`config.mk`:
```
export PLATFORM = sky130hd
export DESIGN_NAME = dac_correction_engine
export DESIGN_NICKNAME = d
export VERILOG_FILES = /design/src/logic/dac_corr_pkg.sv /design/src/logic/dac_correction_engine.sv
export SDC_FILE = /design/constraint.sdc
export NUM_CORES = 2
export LEC_CHECK = 0
export ABC_AREA = 1
export BUFFER_PORTS_ARGS = -buffer_cell sky130_fd_sc_hd__buf_2
export CAP_MARGIN = 25
export CORE_MARGIN = 2
export CORE_UTILIZATION = 40
export CTS_BUF_LIST = sky130_fd_sc_hd__clkbuf_4 sky130_fd_sc_hd__clkbuf_8
export DETAILED_ROUTE_END_ITERATION = 12
export PLACE_DENSITY = 0.59
export SETUP_SLACK_MARGIN = 0.5
export SLEW_MARGIN = 15
export SYNTH_ARGS = -nofsm -noshare
export SYNTH_HDL_FRONTEND = slang
export SYNTH_SLANG_ARGS = --single-unit
```
`constraint.sdc`:
```
create_clock -name MCLK -period 25.9 [get_ports MCLK]
set_clock_uncertainty 0.2 [all_clocks]
set_input_delay 2.59 -clock MCLK [delete_from_list [all_inputs] [get_ports MCLK]]
set_output_delay 2.59 -clock MCLK [all_outputs]
set_load 0.01 [all_outputs]
```
`src/logic/dac_corr_pkg.sv`:
```
/*
  Shared constants and types of the DAC code correction data path.
  Assumes a single clock domain and a host that writes through a
  plain word-wide write strobe.
*/
package dac_corr_pkg;

  // Channel organisation
  localparam int unsigned NUM_CH     = 8;
  localparam int unsigned CODE_W     = 16;
  localparam int unsigned CHAN_W     = 3;

  // Reset values
  localparam logic [15:0] GAIN_RST   = 16'h8000;
  localparam logic [15:0] ZERO_RST   = 16'h0000;
  localparam logic [15:0] INPUT_RST  = 16'h0000;
  localparam logic [15:0] DATA_RST   = 16'h0000;

  // Gain term bias (2^15) and result limits
  localparam logic [16:0] GAIN_BIAS  = 17'h08000;
  localparam logic [15:0] CODE_MAX   = 16'hffff;
  localparam logic [15:0] CODE_MIN   = 16'h0000;

  // Twos complement to straight binary: flip the sign bit
  localparam logic [15:0] SIGN_FLIP  = 16'h8000;

  // Nominal factory offset converter codes, straight binary
  localparam logic [15:0] TRIM_GAIN6 = 16'h999a;
  localparam logic [15:0] TRIM_GAIN4 = 16'haaab;

  // Register selected by a write or read
  typedef enum logic [1:0] {
    SEL_INPUT,
    SEL_GAIN,
    SEL_ZERO,
    SEL_OFFSET
  } reg_sel_e;

  // Host register access
  typedef struct packed {
    reg_sel_e              sel;
    logic [CHAN_W-1:0]     chan;
    logic [CODE_W-1:0]     data;
  } reg_req_s;

  // All eight latch codes
  typedef logic [NUM_CH-1:0][CODE_W-1:0] code_bank_t;

endpackage

```
`src/logic/dac_correction_engine.sv`:
```
/*
  Digital data path of an eight-channel 16-bit converter: input, gain,
  zero and data registers per channel, one shared correction engine,
  output latches and two group offset converter codes.
  Assumes all inputs are synchronous to MCLK and that the serial
  front end turns host frames into single-cycle write and read strobes.
*/
`timescale 1ns/1ps
module dac_correction_engine #(
  parameter logic [15:0] TRIM_A_GAIN6 = dac_corr_pkg::TRIM_GAIN6,
  parameter logic [15:0] TRIM_A_GAIN4 = dac_corr_pkg::TRIM_GAIN4,
  parameter logic [15:0] TRIM_B_GAIN6 = dac_corr_pkg::TRIM_GAIN6,
  parameter logic [15:0] TRIM_B_GAIN4 = dac_corr_pkg::TRIM_GAIN4
) (
  // Clock and reset
  input  wire logic                     MCLK,
  input  wire logic                     SYS_RST,
  // Register write strobe
  input  wire logic                     WR_VALID,
  input  wire dac_corr_pkg::reg_req_s   WR_REQ,
  // Register read strobe and answer
  input  wire logic                     RD_VALID,
  input  wire dac_corr_pkg::reg_req_s   RD_REQ,
  output logic [15:0]                   RD_DATA,
  output logic                          RD_DONE,
  // Configuration
  input  wire logic                     CORRECTION_ENABLE,
  input  wire logic                     GAIN_SELECT,
  input  wire logic                     FORMAT_SELECT,
  input  wire logic                     DUAL_SUPPLY,
  // Output control
  input  wire logic                     LATCH_LOAD,
  input  wire logic                     OUTPUT_CLEAR,
  // Converter side
  output dac_corr_pkg::code_bank_t      LATCH_CODE,
  output logic                          OUTPUTS_CLEARED,
  output logic                          AMP_GAIN_SIX,
  output logic [15:0]                   OFFSET_CODE_A,
  output logic [15:0]                   OFFSET_CODE_B,
  output logic                          OFFSET_PWRDN,
  output logic                          BUSY
);

  typedef enum logic {ENG_IDLE, ENG_CALC} eng_state_e;

  localparam int unsigned N = dac_corr_pkg::NUM_CH;

  logic [N-1:0][15:0]  input_q;
  logic [N-1:0][15:0]  gain_q;
  logic [N-1:0][15:0]  zero_q;
  logic [N-1:0][15:0]  data_q;
  logic [N-1:0]        pend_q;
  logic [N-1:0]        pend_d;
  logic [N-1:0]        wr_hit;
  logic [2:0]          eng_chan_q;
  logic [2:0]          pick;
  logic                pick_ok;
  eng_state_e          state_q;
  logic                init_q;
  logic                gsel_q;
  logic [15:0]         fmt_mask;
  logic [15:0]         wr_bin;
  logic [15:0]         in_bin;
  logic [33:0]         prod;
  logic signed [18:0]  sum;
  logic [15:0]         corr;
  logic                calc_now;

  // Twos complement codes differ from binary only in the sign bit
  assign fmt_mask = FORMAT_SELECT ? dac_corr_pkg::SIGN_FLIP : 16'h0000;
  assign wr_bin   = WR_REQ.data ^ fmt_mask;

  // Channels whose correction a write in this cycle requests
  always_comb begin
    wr_hit = '0;
    if (WR_VALID && CORRECTION_ENABLE && WR_REQ.sel != dac_corr_pkg::SEL_OFFSET) begin
      wr_hit[WR_REQ.chan] = 1'b1;
    end
  end

  // Lowest pending channel wins; fairness is not needed as each takes two cycles
  always_comb begin
    pick    = 3'h0;
    pick_ok = 1'b0;
    for (int i = N - 1; i >= 0; i--) begin
      if (pend_q[i]) begin
        pick    = 3'(i);
        pick_ok = 1'b1;
      end
    end
  end

  assign calc_now = (state_q == ENG_CALC) && CORRECTION_ENABLE;

  // Corrected code from the latched channel, saturated to 16 bits
  always_comb begin
    in_bin = input_q[eng_chan_q] ^ fmt_mask;
    prod   = in_bin * (17'(gain_q[eng_chan_q]) + dac_corr_pkg::GAIN_BIAS);
    sum    = $signed({1'b0, prod[33:16]}) + 19'($signed(zero_q[eng_chan_q]));
    if (sum < 0) begin
      corr = dac_corr_pkg::CODE_MIN;
    end else if (sum > $signed({3'b000, dac_corr_pkg::CODE_MAX})) begin
      corr = dac_corr_pkg::CODE_MAX;
    end else begin
      corr = sum[15:0];
    end
  end

  // Pending set wins over the clear of the channel just taken
  always_comb begin
    pend_d = pend_q;
    if (!CORRECTION_ENABLE) begin
      pend_d = '0;
    end else if (state_q == ENG_IDLE && pick_ok) begin
      pend_d[pick] = 1'b0;
    end
    pend_d = pend_d | wr_hit;
  end

  always_ff @(posedge MCLK or posedge SYS_RST) begin
    if (SYS_RST) begin
      pend_q <= '0;
    end else begin
      pend_q <= pend_d;
    end
  end

  // Single shared engine, one channel per pass
  always_ff @(posedge MCLK or posedge SYS_RST) begin
    if (SYS_RST) begin
      state_q    <= ENG_IDLE;
      eng_chan_q <= 3'h0;
    end else begin
      unique case (state_q)
        ENG_IDLE: begin
          if (pick_ok && CORRECTION_ENABLE) begin
            state_q    <= ENG_CALC;
            eng_chan_q <= pick;
          end
        end
        ENG_CALC: begin
          state_q <= ENG_IDLE;
        end
      endcase
    end
  end

  // Host-written registers kept exactly as written for read-back
  always_ff @(posedge MCLK or posedge SYS_RST) begin
    if (SYS_RST) begin
      for (int i = 0; i < N; i++) begin
        input_q[i] <= dac_corr_pkg::INPUT_RST;
        gain_q[i]  <= dac_corr_pkg::GAIN_RST;
        zero_q[i]  <= dac_corr_pkg::ZERO_RST;
      end
    end else if (WR_VALID) begin
      unique case (WR_REQ.sel)
        dac_corr_pkg::SEL_INPUT:  input_q[WR_REQ.chan] <= WR_REQ.data;
        dac_corr_pkg::SEL_GAIN:   gain_q[WR_REQ.chan]  <= WR_REQ.data;
        dac_corr_pkg::SEL_ZERO:   zero_q[WR_REQ.chan]  <= WR_REQ.data;
        dac_corr_pkg::SEL_OFFSET: ;
      endcase
    end
  end

  // Data registers: direct input when disabled, engine result when enabled
  always_ff @(posedge MCLK or posedge SYS_RST) begin
    if (SYS_RST) begin
      for (int i = 0; i < N; i++) begin
        data_q[i] <= dac_corr_pkg::DATA_RST;
      end
    end else begin
      if (calc_now) begin
        data_q[eng_chan_q] <= corr;
      end
      if (WR_VALID && !CORRECTION_ENABLE && WR_REQ.sel == dac_corr_pkg::SEL_INPUT) begin
        data_q[WR_REQ.chan] <= wr_bin;
      end
    end
  end

  // Latches follow the load strobe; loads are ignored while clear is held
  always_ff @(posedge MCLK or posedge SYS_RST) begin
    if (SYS_RST) begin
      for (int i = 0; i < N; i++) begin
        LATCH_CODE[i] <= dac_corr_pkg::DATA_RST;
      end
      OUTPUTS_CLEARED <= 1'b0;
    end else begin
      if (OUTPUT_CLEAR) begin
        OUTPUTS_CLEARED <= 1'b1;
      end else if (LATCH_LOAD) begin
        LATCH_CODE      <= data_q;
        OUTPUTS_CLEARED <= 1'b0;
      end
    end
  end

  // Offset codes: defaults at reset release and on each gain change
  always_ff @(posedge MCLK or posedge SYS_RST) begin
    if (SYS_RST) begin
      init_q        <= 1'b1;
      gsel_q        <= 1'b0;
      OFFSET_CODE_A <= dac_corr_pkg::TRIM_GAIN6;
      OFFSET_CODE_B <= dac_corr_pkg::TRIM_GAIN6;
    end else begin
      init_q <= 1'b0;
      gsel_q <= GAIN_SELECT;
      if (init_q || GAIN_SELECT != gsel_q) begin
        OFFSET_CODE_A <= GAIN_SELECT ? TRIM_A_GAIN6 : TRIM_A_GAIN4;
        OFFSET_CODE_B <= GAIN_SELECT ? TRIM_B_GAIN6 : TRIM_B_GAIN4;
      end else if (WR_VALID && WR_REQ.sel == dac_corr_pkg::SEL_OFFSET) begin
        if (WR_REQ.chan[2]) begin
          OFFSET_CODE_B <= wr_bin;
        end else begin
          OFFSET_CODE_A <= wr_bin;
        end
      end
    end
  end

  // Analog controls and engine activity
  always_ff @(posedge MCLK or posedge SYS_RST) begin
    if (SYS_RST) begin
      AMP_GAIN_SIX <= 1'b1;
      OFFSET_PWRDN <= 1'b1;
      BUSY         <= 1'b0;
    end else begin
      AMP_GAIN_SIX <= GAIN_SELECT;
      OFFSET_PWRDN <= !DUAL_SUPPLY;
      BUSY         <= (pend_d != '0) || (state_q == ENG_IDLE && pick_ok && CORRECTION_ENABLE);
    end
  end

  // Read-back of input, gain and zero as written; offset codes in the current format
  always_ff @(posedge MCLK or posedge SYS_RST) begin
    if (SYS_RST) begin
      RD_DATA <= 16'h0000;
      RD_DONE <= 1'b0;
    end else begin
      RD_DONE <= RD_VALID;
      if (RD_VALID) begin
        unique case (RD_REQ.sel)
          dac_corr_pkg::SEL_INPUT:  RD_DATA <= input_q[RD_REQ.chan];
          dac_corr_pkg::SEL_GAIN:   RD_DATA <= gain_q[RD_REQ.chan];
          dac_corr_pkg::SEL_ZERO:   RD_DATA <= zero_q[RD_REQ.chan];
          dac_corr_pkg::SEL_OFFSET: RD_DATA <= (RD_REQ.chan[2] ? OFFSET_CODE_B : OFFSET_CODE_A) ^ fmt_mask;
        endcase
      end
    end
  end

  // Independent reference of the corrected code for checking
  longint ref_val;
  always_comb begin
    ref_val = (longint'(input_q[eng_chan_q] ^ fmt_mask) * (longint'(gain_q[eng_chan_q]) + 32768)) / 65536
              + longint'($signed(zero_q[eng_chan_q]));
    if (ref_val < 0) begin
      ref_val = 0;
    end
    if (ref_val > 65535) begin
      ref_val = 65535;
    end
  end
endmodule  // dac_correction_engine

```
* Word-level counts from Yosys, hierarchy flattened
Cells that the tools add are included.
** Storage, ports and cells
- Flip-flop bits (word level) :: 707
- Bits in latches :: 0
- RAM bits :: 0
- ROM bits :: 0
- Output and inout port bits :: 181
- Logic and storage cells :: 173
- Memories :: 0
** Operators by class
- Add/subtract/negate cells :: 2
- Multipliers :: 1
- Div/mod/pow operators :: 0
- Order comparisons :: 9
- Eq/ne operators :: 9
- Shift operators :: 0
- Mux-type cells :: 62
- Bitwise logic cells :: 8
- Reductions and logical operators :: 29
** Operators with widths (count)
- 128-bit bitwise mux :: 5
- 16-bit binary-select mux with 3-bit select :: 6
- 16-bit two-way mux :: 18
- 128-bit two-way mux :: 2
- 16-bit demux with 3-bit select :: 2
- 16-bit one-hot mux with 4 select lines :: 1
- 16-bit bitwise XOR :: 3
- 16-bit by 17-bit multiplier with 33-bit output :: 1
- 3-bit two-way mux :: 8
- 8-bit two-way mux :: 3
- 18-bit by 16-bit adder with 19-bit output :: 1
- 19-bit by 17-bit > comparator with 1-bit output (second input constant) :: 1
- 19-bit by 1-bit < comparator with 1-bit output (second input constant) :: 1
- 16-bit by 16-bit adder with 17-bit output (second input constant) :: 1
- 3-bit by 4-bit < comparator with 1-bit output (second input constant) :: 4
- 14-bit two-way mux :: 1
- 2-bit AND reduction :: 7
- 1-bit two-way mux :: 13
- 1-bit logical AND :: 12
- 3-bit by 1-bit >= comparator with 1-bit output (second input constant) :: 3
- 8-bit AND :: 1
- 2-bit equality test (second input constant) :: 4
- 8-bit inverter :: 1
- 8-bit bitwise OR :: 1
- other kinds (12) :: 20

* Longest topological paths before layout
- Word-level depth :: 19
- Gate-level depth with buffers :: 50
- Mapped depth without buffers :: 46

* Worst setup path after synthesis
No wires, ideal clock.
- Path kind :: input to register
- Start point :: input FORMAT_SELECT
- End point :: register data_q[14] (netlist name)
- Library setup time :: 0.128 ns
- Arrival time :: 8.907 ns
- Data required time :: 25.572 ns
- Path slack :: 16.665 ns
- Stages on the path :: 33
- Cell sequence :: or2_1 -> nand2_1 -> inv_2 -> nand2_1 -> fa_1 -> fa_1 -> inv_1 -> fa_1 -> fa_1 -> fa_1 -> inv_1 -> fa_1 -> inv_1 -> ha_1 -> a21oi_1 -> inv_1 -> a31oi_1 -> o21ai_0 -> a311oi_1 -> nand2_1 -> nand2_1 -> nand2_1 -> ha_1 -> nand2_1 -> o21ai_0 -> a21oi_1 -> nand2_1 -> nand2_1 -> nand2_2 -> buf_4 -> nand4_4 -> nand3_1 -> a21boi_0
** Between the ends
- Longest elaborated chain between the ends :: 11
- Elaborated cells on any way between the ends :: 12
- Classes of those cells :: 1 x add/sub; 1 x mul; 2 x order compare; 7 x mux; 1 x bitwise
** Ends and longest elaborated chain
- from (decl) :: line dac_correction_engine.sv:29 : input wire logic FORMAT_SELECT,
- 16-bit two-way mux * :: line dac_correction_engine.sv:70 : assign fmt_mask = FORMAT_SELECT ? dac_corr_pkg::SIGN_FLIP : 16'h0000;
- 16-bit bitwise XOR * :: line dac_correction_engine.sv:97 : in_bin = input_q[eng_chan_q] ^ fmt_mask;
- 16-bit by 17-bit multiplier with 33-bit output * :: line dac_correction_engine.sv:98 : prod = in_bin * (17'(gain_q[eng_chan_q]) + dac_corr_pkg::GAIN_BIAS);
- 18-bit by 16-bit adder with 19-bit output * :: line dac_correction_engine.sv:99 : sum = $signed({1'b0, prod[33:16]}) + 19'($signed(zero_q[eng_chan_q]));
- 19-bit by 17-bit > comparator with 1-bit output :: line dac_correction_engine.sv:102 : end else if (sum > $signed({3'b000, dac_corr_pkg::CODE_MAX})) begin
- 16-bit two-way mux :: line dac_correction_engine.sv:102
- 16-bit two-way mux * :: line dac_correction_engine.sv:100 : if (sum < 0) begin
- 128-bit bitwise mux * :: line dac_correction_engine.sv:174 : data_q[eng_chan_q] <= corr;
- 128-bit two-way mux * :: line dac_correction_engine.sv:173 : if (calc_now) begin
- 128-bit bitwise mux :: line dac_correction_engine.sv:177 : data_q[WR_REQ.chan] <= wr_bin;
- 128-bit two-way mux * :: line dac_correction_engine.sv:176 : if (WR_VALID && !CORRECTION_ENABLE && WR_REQ.sel == dac_corr_pkg::SEL_INPUT) begin
- to (signal, indexed assignment) :: line dac_correction_engine.sv:170 : data_q[i] <= dac_corr_pkg::DATA_RST;
- to (signal, indexed assignment) :: line dac_correction_engine.sv:174
- to (signal, indexed assignment) :: line dac_correction_engine.sv:177
- to (decl) :: line dac_correction_engine.sv:51 : logic [N-1:0][15:0] data_q;
Mark *: on every way between the ends. The rest lies on a longest branch, timed or not.
A chain may end at the register's enable or synchronous reset.

* Final worst setup path
- Start point :: register eng_chan_q[0]
- End point :: register data_q[4] (netlist name)
** Between the ends
- Longest elaborated chain between the ends :: 12
- Elaborated cells on any way between the ends :: 23
- Classes of those cells :: 2 x add/sub; 1 x mul; 4 x order compare; 14 x mux; 1 x bitwise; 1 x reduce/logical
** Ends and longest elaborated chain
- from (decl) :: line dac_correction_engine.sv:55 : logic [2:0] eng_chan_q;
- from (signal assigned) :: line dac_correction_engine.sv:138 : eng_chan_q <= pick;
- 16-bit binary-select mux with 3-bit select
- 16-bit two-way mux
- 16-bit by 16-bit adder with 17-bit output / 16-bit bitwise XOR (equally long branches) :: line dac_correction_engine.sv:98, dac_correction_engine.sv:97
- 16-bit by 17-bit multiplier with 33-bit output :: line dac_correction_engine.sv:98
- 18-bit by 16-bit adder with 19-bit output :: line dac_correction_engine.sv:99
- 19-bit by 17-bit > comparator with 1-bit output :: line dac_correction_engine.sv:102
- 16-bit two-way mux :: line dac_correction_engine.sv:102
- 16-bit two-way mux :: line dac_correction_engine.sv:100
- 128-bit bitwise mux * :: line dac_correction_engine.sv:174
- 128-bit two-way mux * :: line dac_correction_engine.sv:173
- 128-bit bitwise mux :: line dac_correction_engine.sv:177
- 128-bit two-way mux * :: line dac_correction_engine.sv:176
Mark *: on every way between the ends. The rest lies on a longest branch, timed or not. The select of a mux whose other input is x is not followed.

==> Implementation_results.wiki <==
{| class="wikitable"
! Metric !! Value
|-
| Top cell type's share of synthesized area || 37.6%
|-
| Number of nets in the finished design || 6135
|-
| Port Buffer Count || 216
|-
| Synth cell types || 65
|-
| Max Slew Vio Count || 0
|-
| Vias in the first global route || 39100
|-
| Synth Flop Type || sky130_fd_sc_hd__dfrtp_1
|-
| Register bit total from synthesis || 707
|-
| Initial antenna violation count || 8
|-
| Clock tree root buffer cell || sky130_fd_sc_hd__clkbuf_8
|-
| Crit-path slowest cell || sky130_fd_sc_hd__nand4_1
|-
| Area growth syn-to-layout || 11.1%
|-
| Vert. Die Dim || 340 µm
|-
| Number of H-tree levels || 4
|-
| GR Util All Layers || 29.0%
|-
| Endpoint of the worst register-to-register path || data_q[4]
|-
| Largest stage delay on the critical path || 0.96 ns
|-
| Most common library cells after synthesis || sky130_fd_sc_hd__nand2_1, sky130_fd_sc_hd__inv_1, sky130_fd_sc_hd__o21ai_0, sky130_fd_sc_hd__dfrtp_1, sky130_fd_sc_hd__a21oi_1
|-
| Post-cts sizing count || 0
|-
| Num CTS Buffers || 130
|-
| Kind of critical path || reg -> reg
|-
| Period utilisation layout || 47.2%
|-
| WL final || 168000 µm
|-
| Post-synthesis instance area || 45200 µm²
|-
| Max Cap Viol || 0
|-
| Most used cell along the critical path || sky130_fd_sc_hd__inv_1
|-
| Standard cell core area || 112000 µm²
|-
| Syn Inst Count || 5682
|-
| Boundary Pins || 233
|-
| Vias per cell || 5.56
|-
| Die boundary width || 340 µm
|-
| Final estimated routing congestion in global placement || 0.905
|-
| Yosys top cell by area || sky130_fd_sc_hd__dfrtp_1
|-
| Fraction of the yosys area taken by sequential cells || 39.2%
|-
| Run status || complete, no violations
|-
| Post-CTS setup repair buffer count || 0
|-
| Average detailed-routed wire length per instance || 22.9 µm
|-
| CTS tree || yes
|-
| Slew headroom || 20.8%
|-
| RSZ-0062 raised after global routing || no
|-
| Syn Area/Cell || 7.96 µm²
|-
| Number of failing hold endpoints at the final stage || 0
|-
| Min cycle time layout || 12.22 ns
|-
| Number of vias in the routed layout || 40900
|-
| Finish-stage setup viols || 0
|-
| Deepest clock path buffer count || 3
|-
| Clock insertion delay at the later pin of the skew report || 0.84 ns
|-
| Most frequently used cell type in the post-synthesis netlist || sky130_fd_sc_hd__nand2_1
|-
| Total number of placement rows || 123
|-
| Cell types occupying the most area after synthesis || sky130_fd_sc_hd__dfrtp_1, sky130_fd_sc_hd__fa_1, sky130_fd_sc_hd__o21ai_0
|-
| Origin of the critical flop-to-flop path || eng_chan_q[0]
|-
| Sum of negative setup slack || 0 ns
|-
| Share of final-layout standard cells stronger than drive strength 1 || 11.9%
|-
| Reg2Reg Depth || 40
|-
| Detailed placer's ending HPWL || 111000 µm
|-
| Crit path capture type || flip-flop
|-
| Remaining global-route overflow || 0
|-
| DRT iter0 DRCs || 4672
|-
| DR pass1 iterations || 8
|-
| Fmax || 81.8 MHz
|-
| Hold WC Path Type || reg -> reg
|-
| EDFF count, synth || 0
|-
| Starting utilization of the core area || 40.3%
|-
| Critical path required time || 26.39 ns
|-
| End point of the critical path || data_q[4]
|-
| Area of the die || 116000 µm²
|-
| Wire length of the first global-routing pass || 253000 µm
|-
| Crit path launch type || flip-flop
|-
| Data arrival time of the worst path || 12.71 ns
|-
| TritonCTS Sinks || 707
|-
| Synth async-reset ratio || 100%
|-
| Launch point of the critical path || eng_chan_q[0]
|-
| Largest driver fanout on the critical path || 36
|-
| DRC violations left || 0
|-
| Transition time at the pin with the least slew margin || 1.19 ns
|-
| Count of hold buffers inserted by post-cts repair || 0
|-
| Register-to-register setup slack || 13.68 ns
|-
| Yosys synthesis warning count || 0
|-
| ANT nets after route || 0
|-
| Clock-pin transition on the worst setup and hold timing paths || 0.07 ns
|-
| Pin count of the biggest net entering global routing || 160
|}
-- registers in the layout, indices dropped and copies added (netlist names), 16 cells and up --
| register | flops |
|---|---|
| LATCH_CODE | 128 |
| data_q | 128 |
| gain_q | 128 |
| input_q | 128 |
| zero_q | 128 |
| OFFSET_CODE_A | 16 |
| OFFSET_CODE_B | 16 |
| RD_DATA | 16 |
-- routing by layer --
layer  GRT usage (%)  up-vias  routed length, µm
met1            39.4    19900              68400
met3            5.70      356              16400
met5               0        -                 27
met4            12.1        4               7140
li1                -    18600                  -
met2            45.2     2013              76300
-- placed cells by master, fill, tap and decap left out, types with 37 or more instances in the layout --
master                        n
sky130_fd_sc_hd__clkbuf_8   163
sky130_fd_sc_hd__a21oi_1    479
sky130_fd_sc_hd__clkbuf_4    37
sky130_fd_sc_hd__dfrtp_1    680
sky130_fd_sc_hd__buf_2      214
sky130_fd_sc_hd__mux2_2      48
sky130_fd_sc_hd__buf_4       87
sky130_fd_sc_hd__fa_1       208
sky130_fd_sc_hd__ha_1       119
sky130_fd_sc_hd__inv_1      871
sky130_fd_sc_hd__nand2_1   1052
sky130_fd_sc_hd__o211ai_1    58
sky130_fd_sc_hd__o21ai_0    815
sky130_fd_sc_hd__a221oi_1    42
sky130_fd_sc_hd__nor2_1     329
sky130_fd_sc_hd__nand3_1    214
sky130_fd_sc_hd__o22ai_1     61
-- cell families (layout without fill, tap and decap cells) --
| kind of cell | after synthesis | count (layout) | share of synthesized area, % |
|---|---|---|---|
| other cells | 1 | 11 | 0.00829 |
| flops | 707 | 707 | 39.2 |
| xor+xnor | 21 | 21 | 0.407 |
| mux | 48 | 48 | 1.20 |
| simple gates | 1715 | 1715 | 16.0 |
| compound gates | 1598 | 1598 | 19.7 |
| buf+inv | 1265 | 1424 | 11.0 |
| fa+ha+maj | 327 | 327 | 12.5 |
-- final cells by class --
class,count,area [µm²]
Tap cell,1500,1880
Multi-Input combinational cell,3713,22600
Inverter,892,3360
Fill cell,11300,62100
Clock buffer,200,2520
Antenna cell,7,17.5
Timing Repair Buffer,312,1960
Sequential cell,707,17700
Clock inverter,20,168
-- worst max-delay path: cells and delay by family (launching register included) --
family | cells | cell delay, ns
xor gates and xnor gates | 1 | 0.18
and+or+nand+nor | 13 | 3.23
buffers and inverters | 11 | 2.74
adders and majority gates | 8 | 3.74
AOI/OAI and AO/OA | 7 | 1.48
DFF | 1 | 0.39
-- stage by stage --
| step | cells | hold slack (ns) | util, % | setup WS, ns | instance area, µm² |
|---|---|---|---|---|---|
| 3_5_place_dp | 7119 | 0.269 | 42.2 | 13.90 | 47400 |
| 3_3_place_gp | 7116 | 0.257 | 42.2 | 13.97 | 47400 |
| 4_1_cts | 7339 | 0.283 | 44.6 | 13.84 | 50100 |
| 2_1_floorplan | 5685 | 0.269 | - | 3.33 | 45200 |
| 5_1_grt | 7349 | 0.299 | 44.7 | 13.01 | 50200 |
| 6_report | 7351 | 0.278 | 44.7 | 13.68 | 50300 |
-- worst min path at each step --
stage | from | end | slack [ns] | cells past startpoint
final | LATCH_CODE[125] | LATCH_CODE[125] | 0.28 | 2
after detailed placement | LATCH_CODE[87] | LATCH_CODE[87] | 0.27 | 2
after global placement | OUTPUTS_CLEARED | OUTPUTS_CLEARED | 0.26 | 1
after CTS | LATCH_CODE[87] | LATCH_CODE[87] | 0.28 | 2
after floorplan | gain_q[109] | gain_q[109] | 0.27 | 2
after global routing | LATCH_CODE[45] | LATCH_CODE[45] | 0.30 | 2
Power is not shown: default switching activity piles up to over one toggle a cycle in this logic, so the estimate is an artifact.
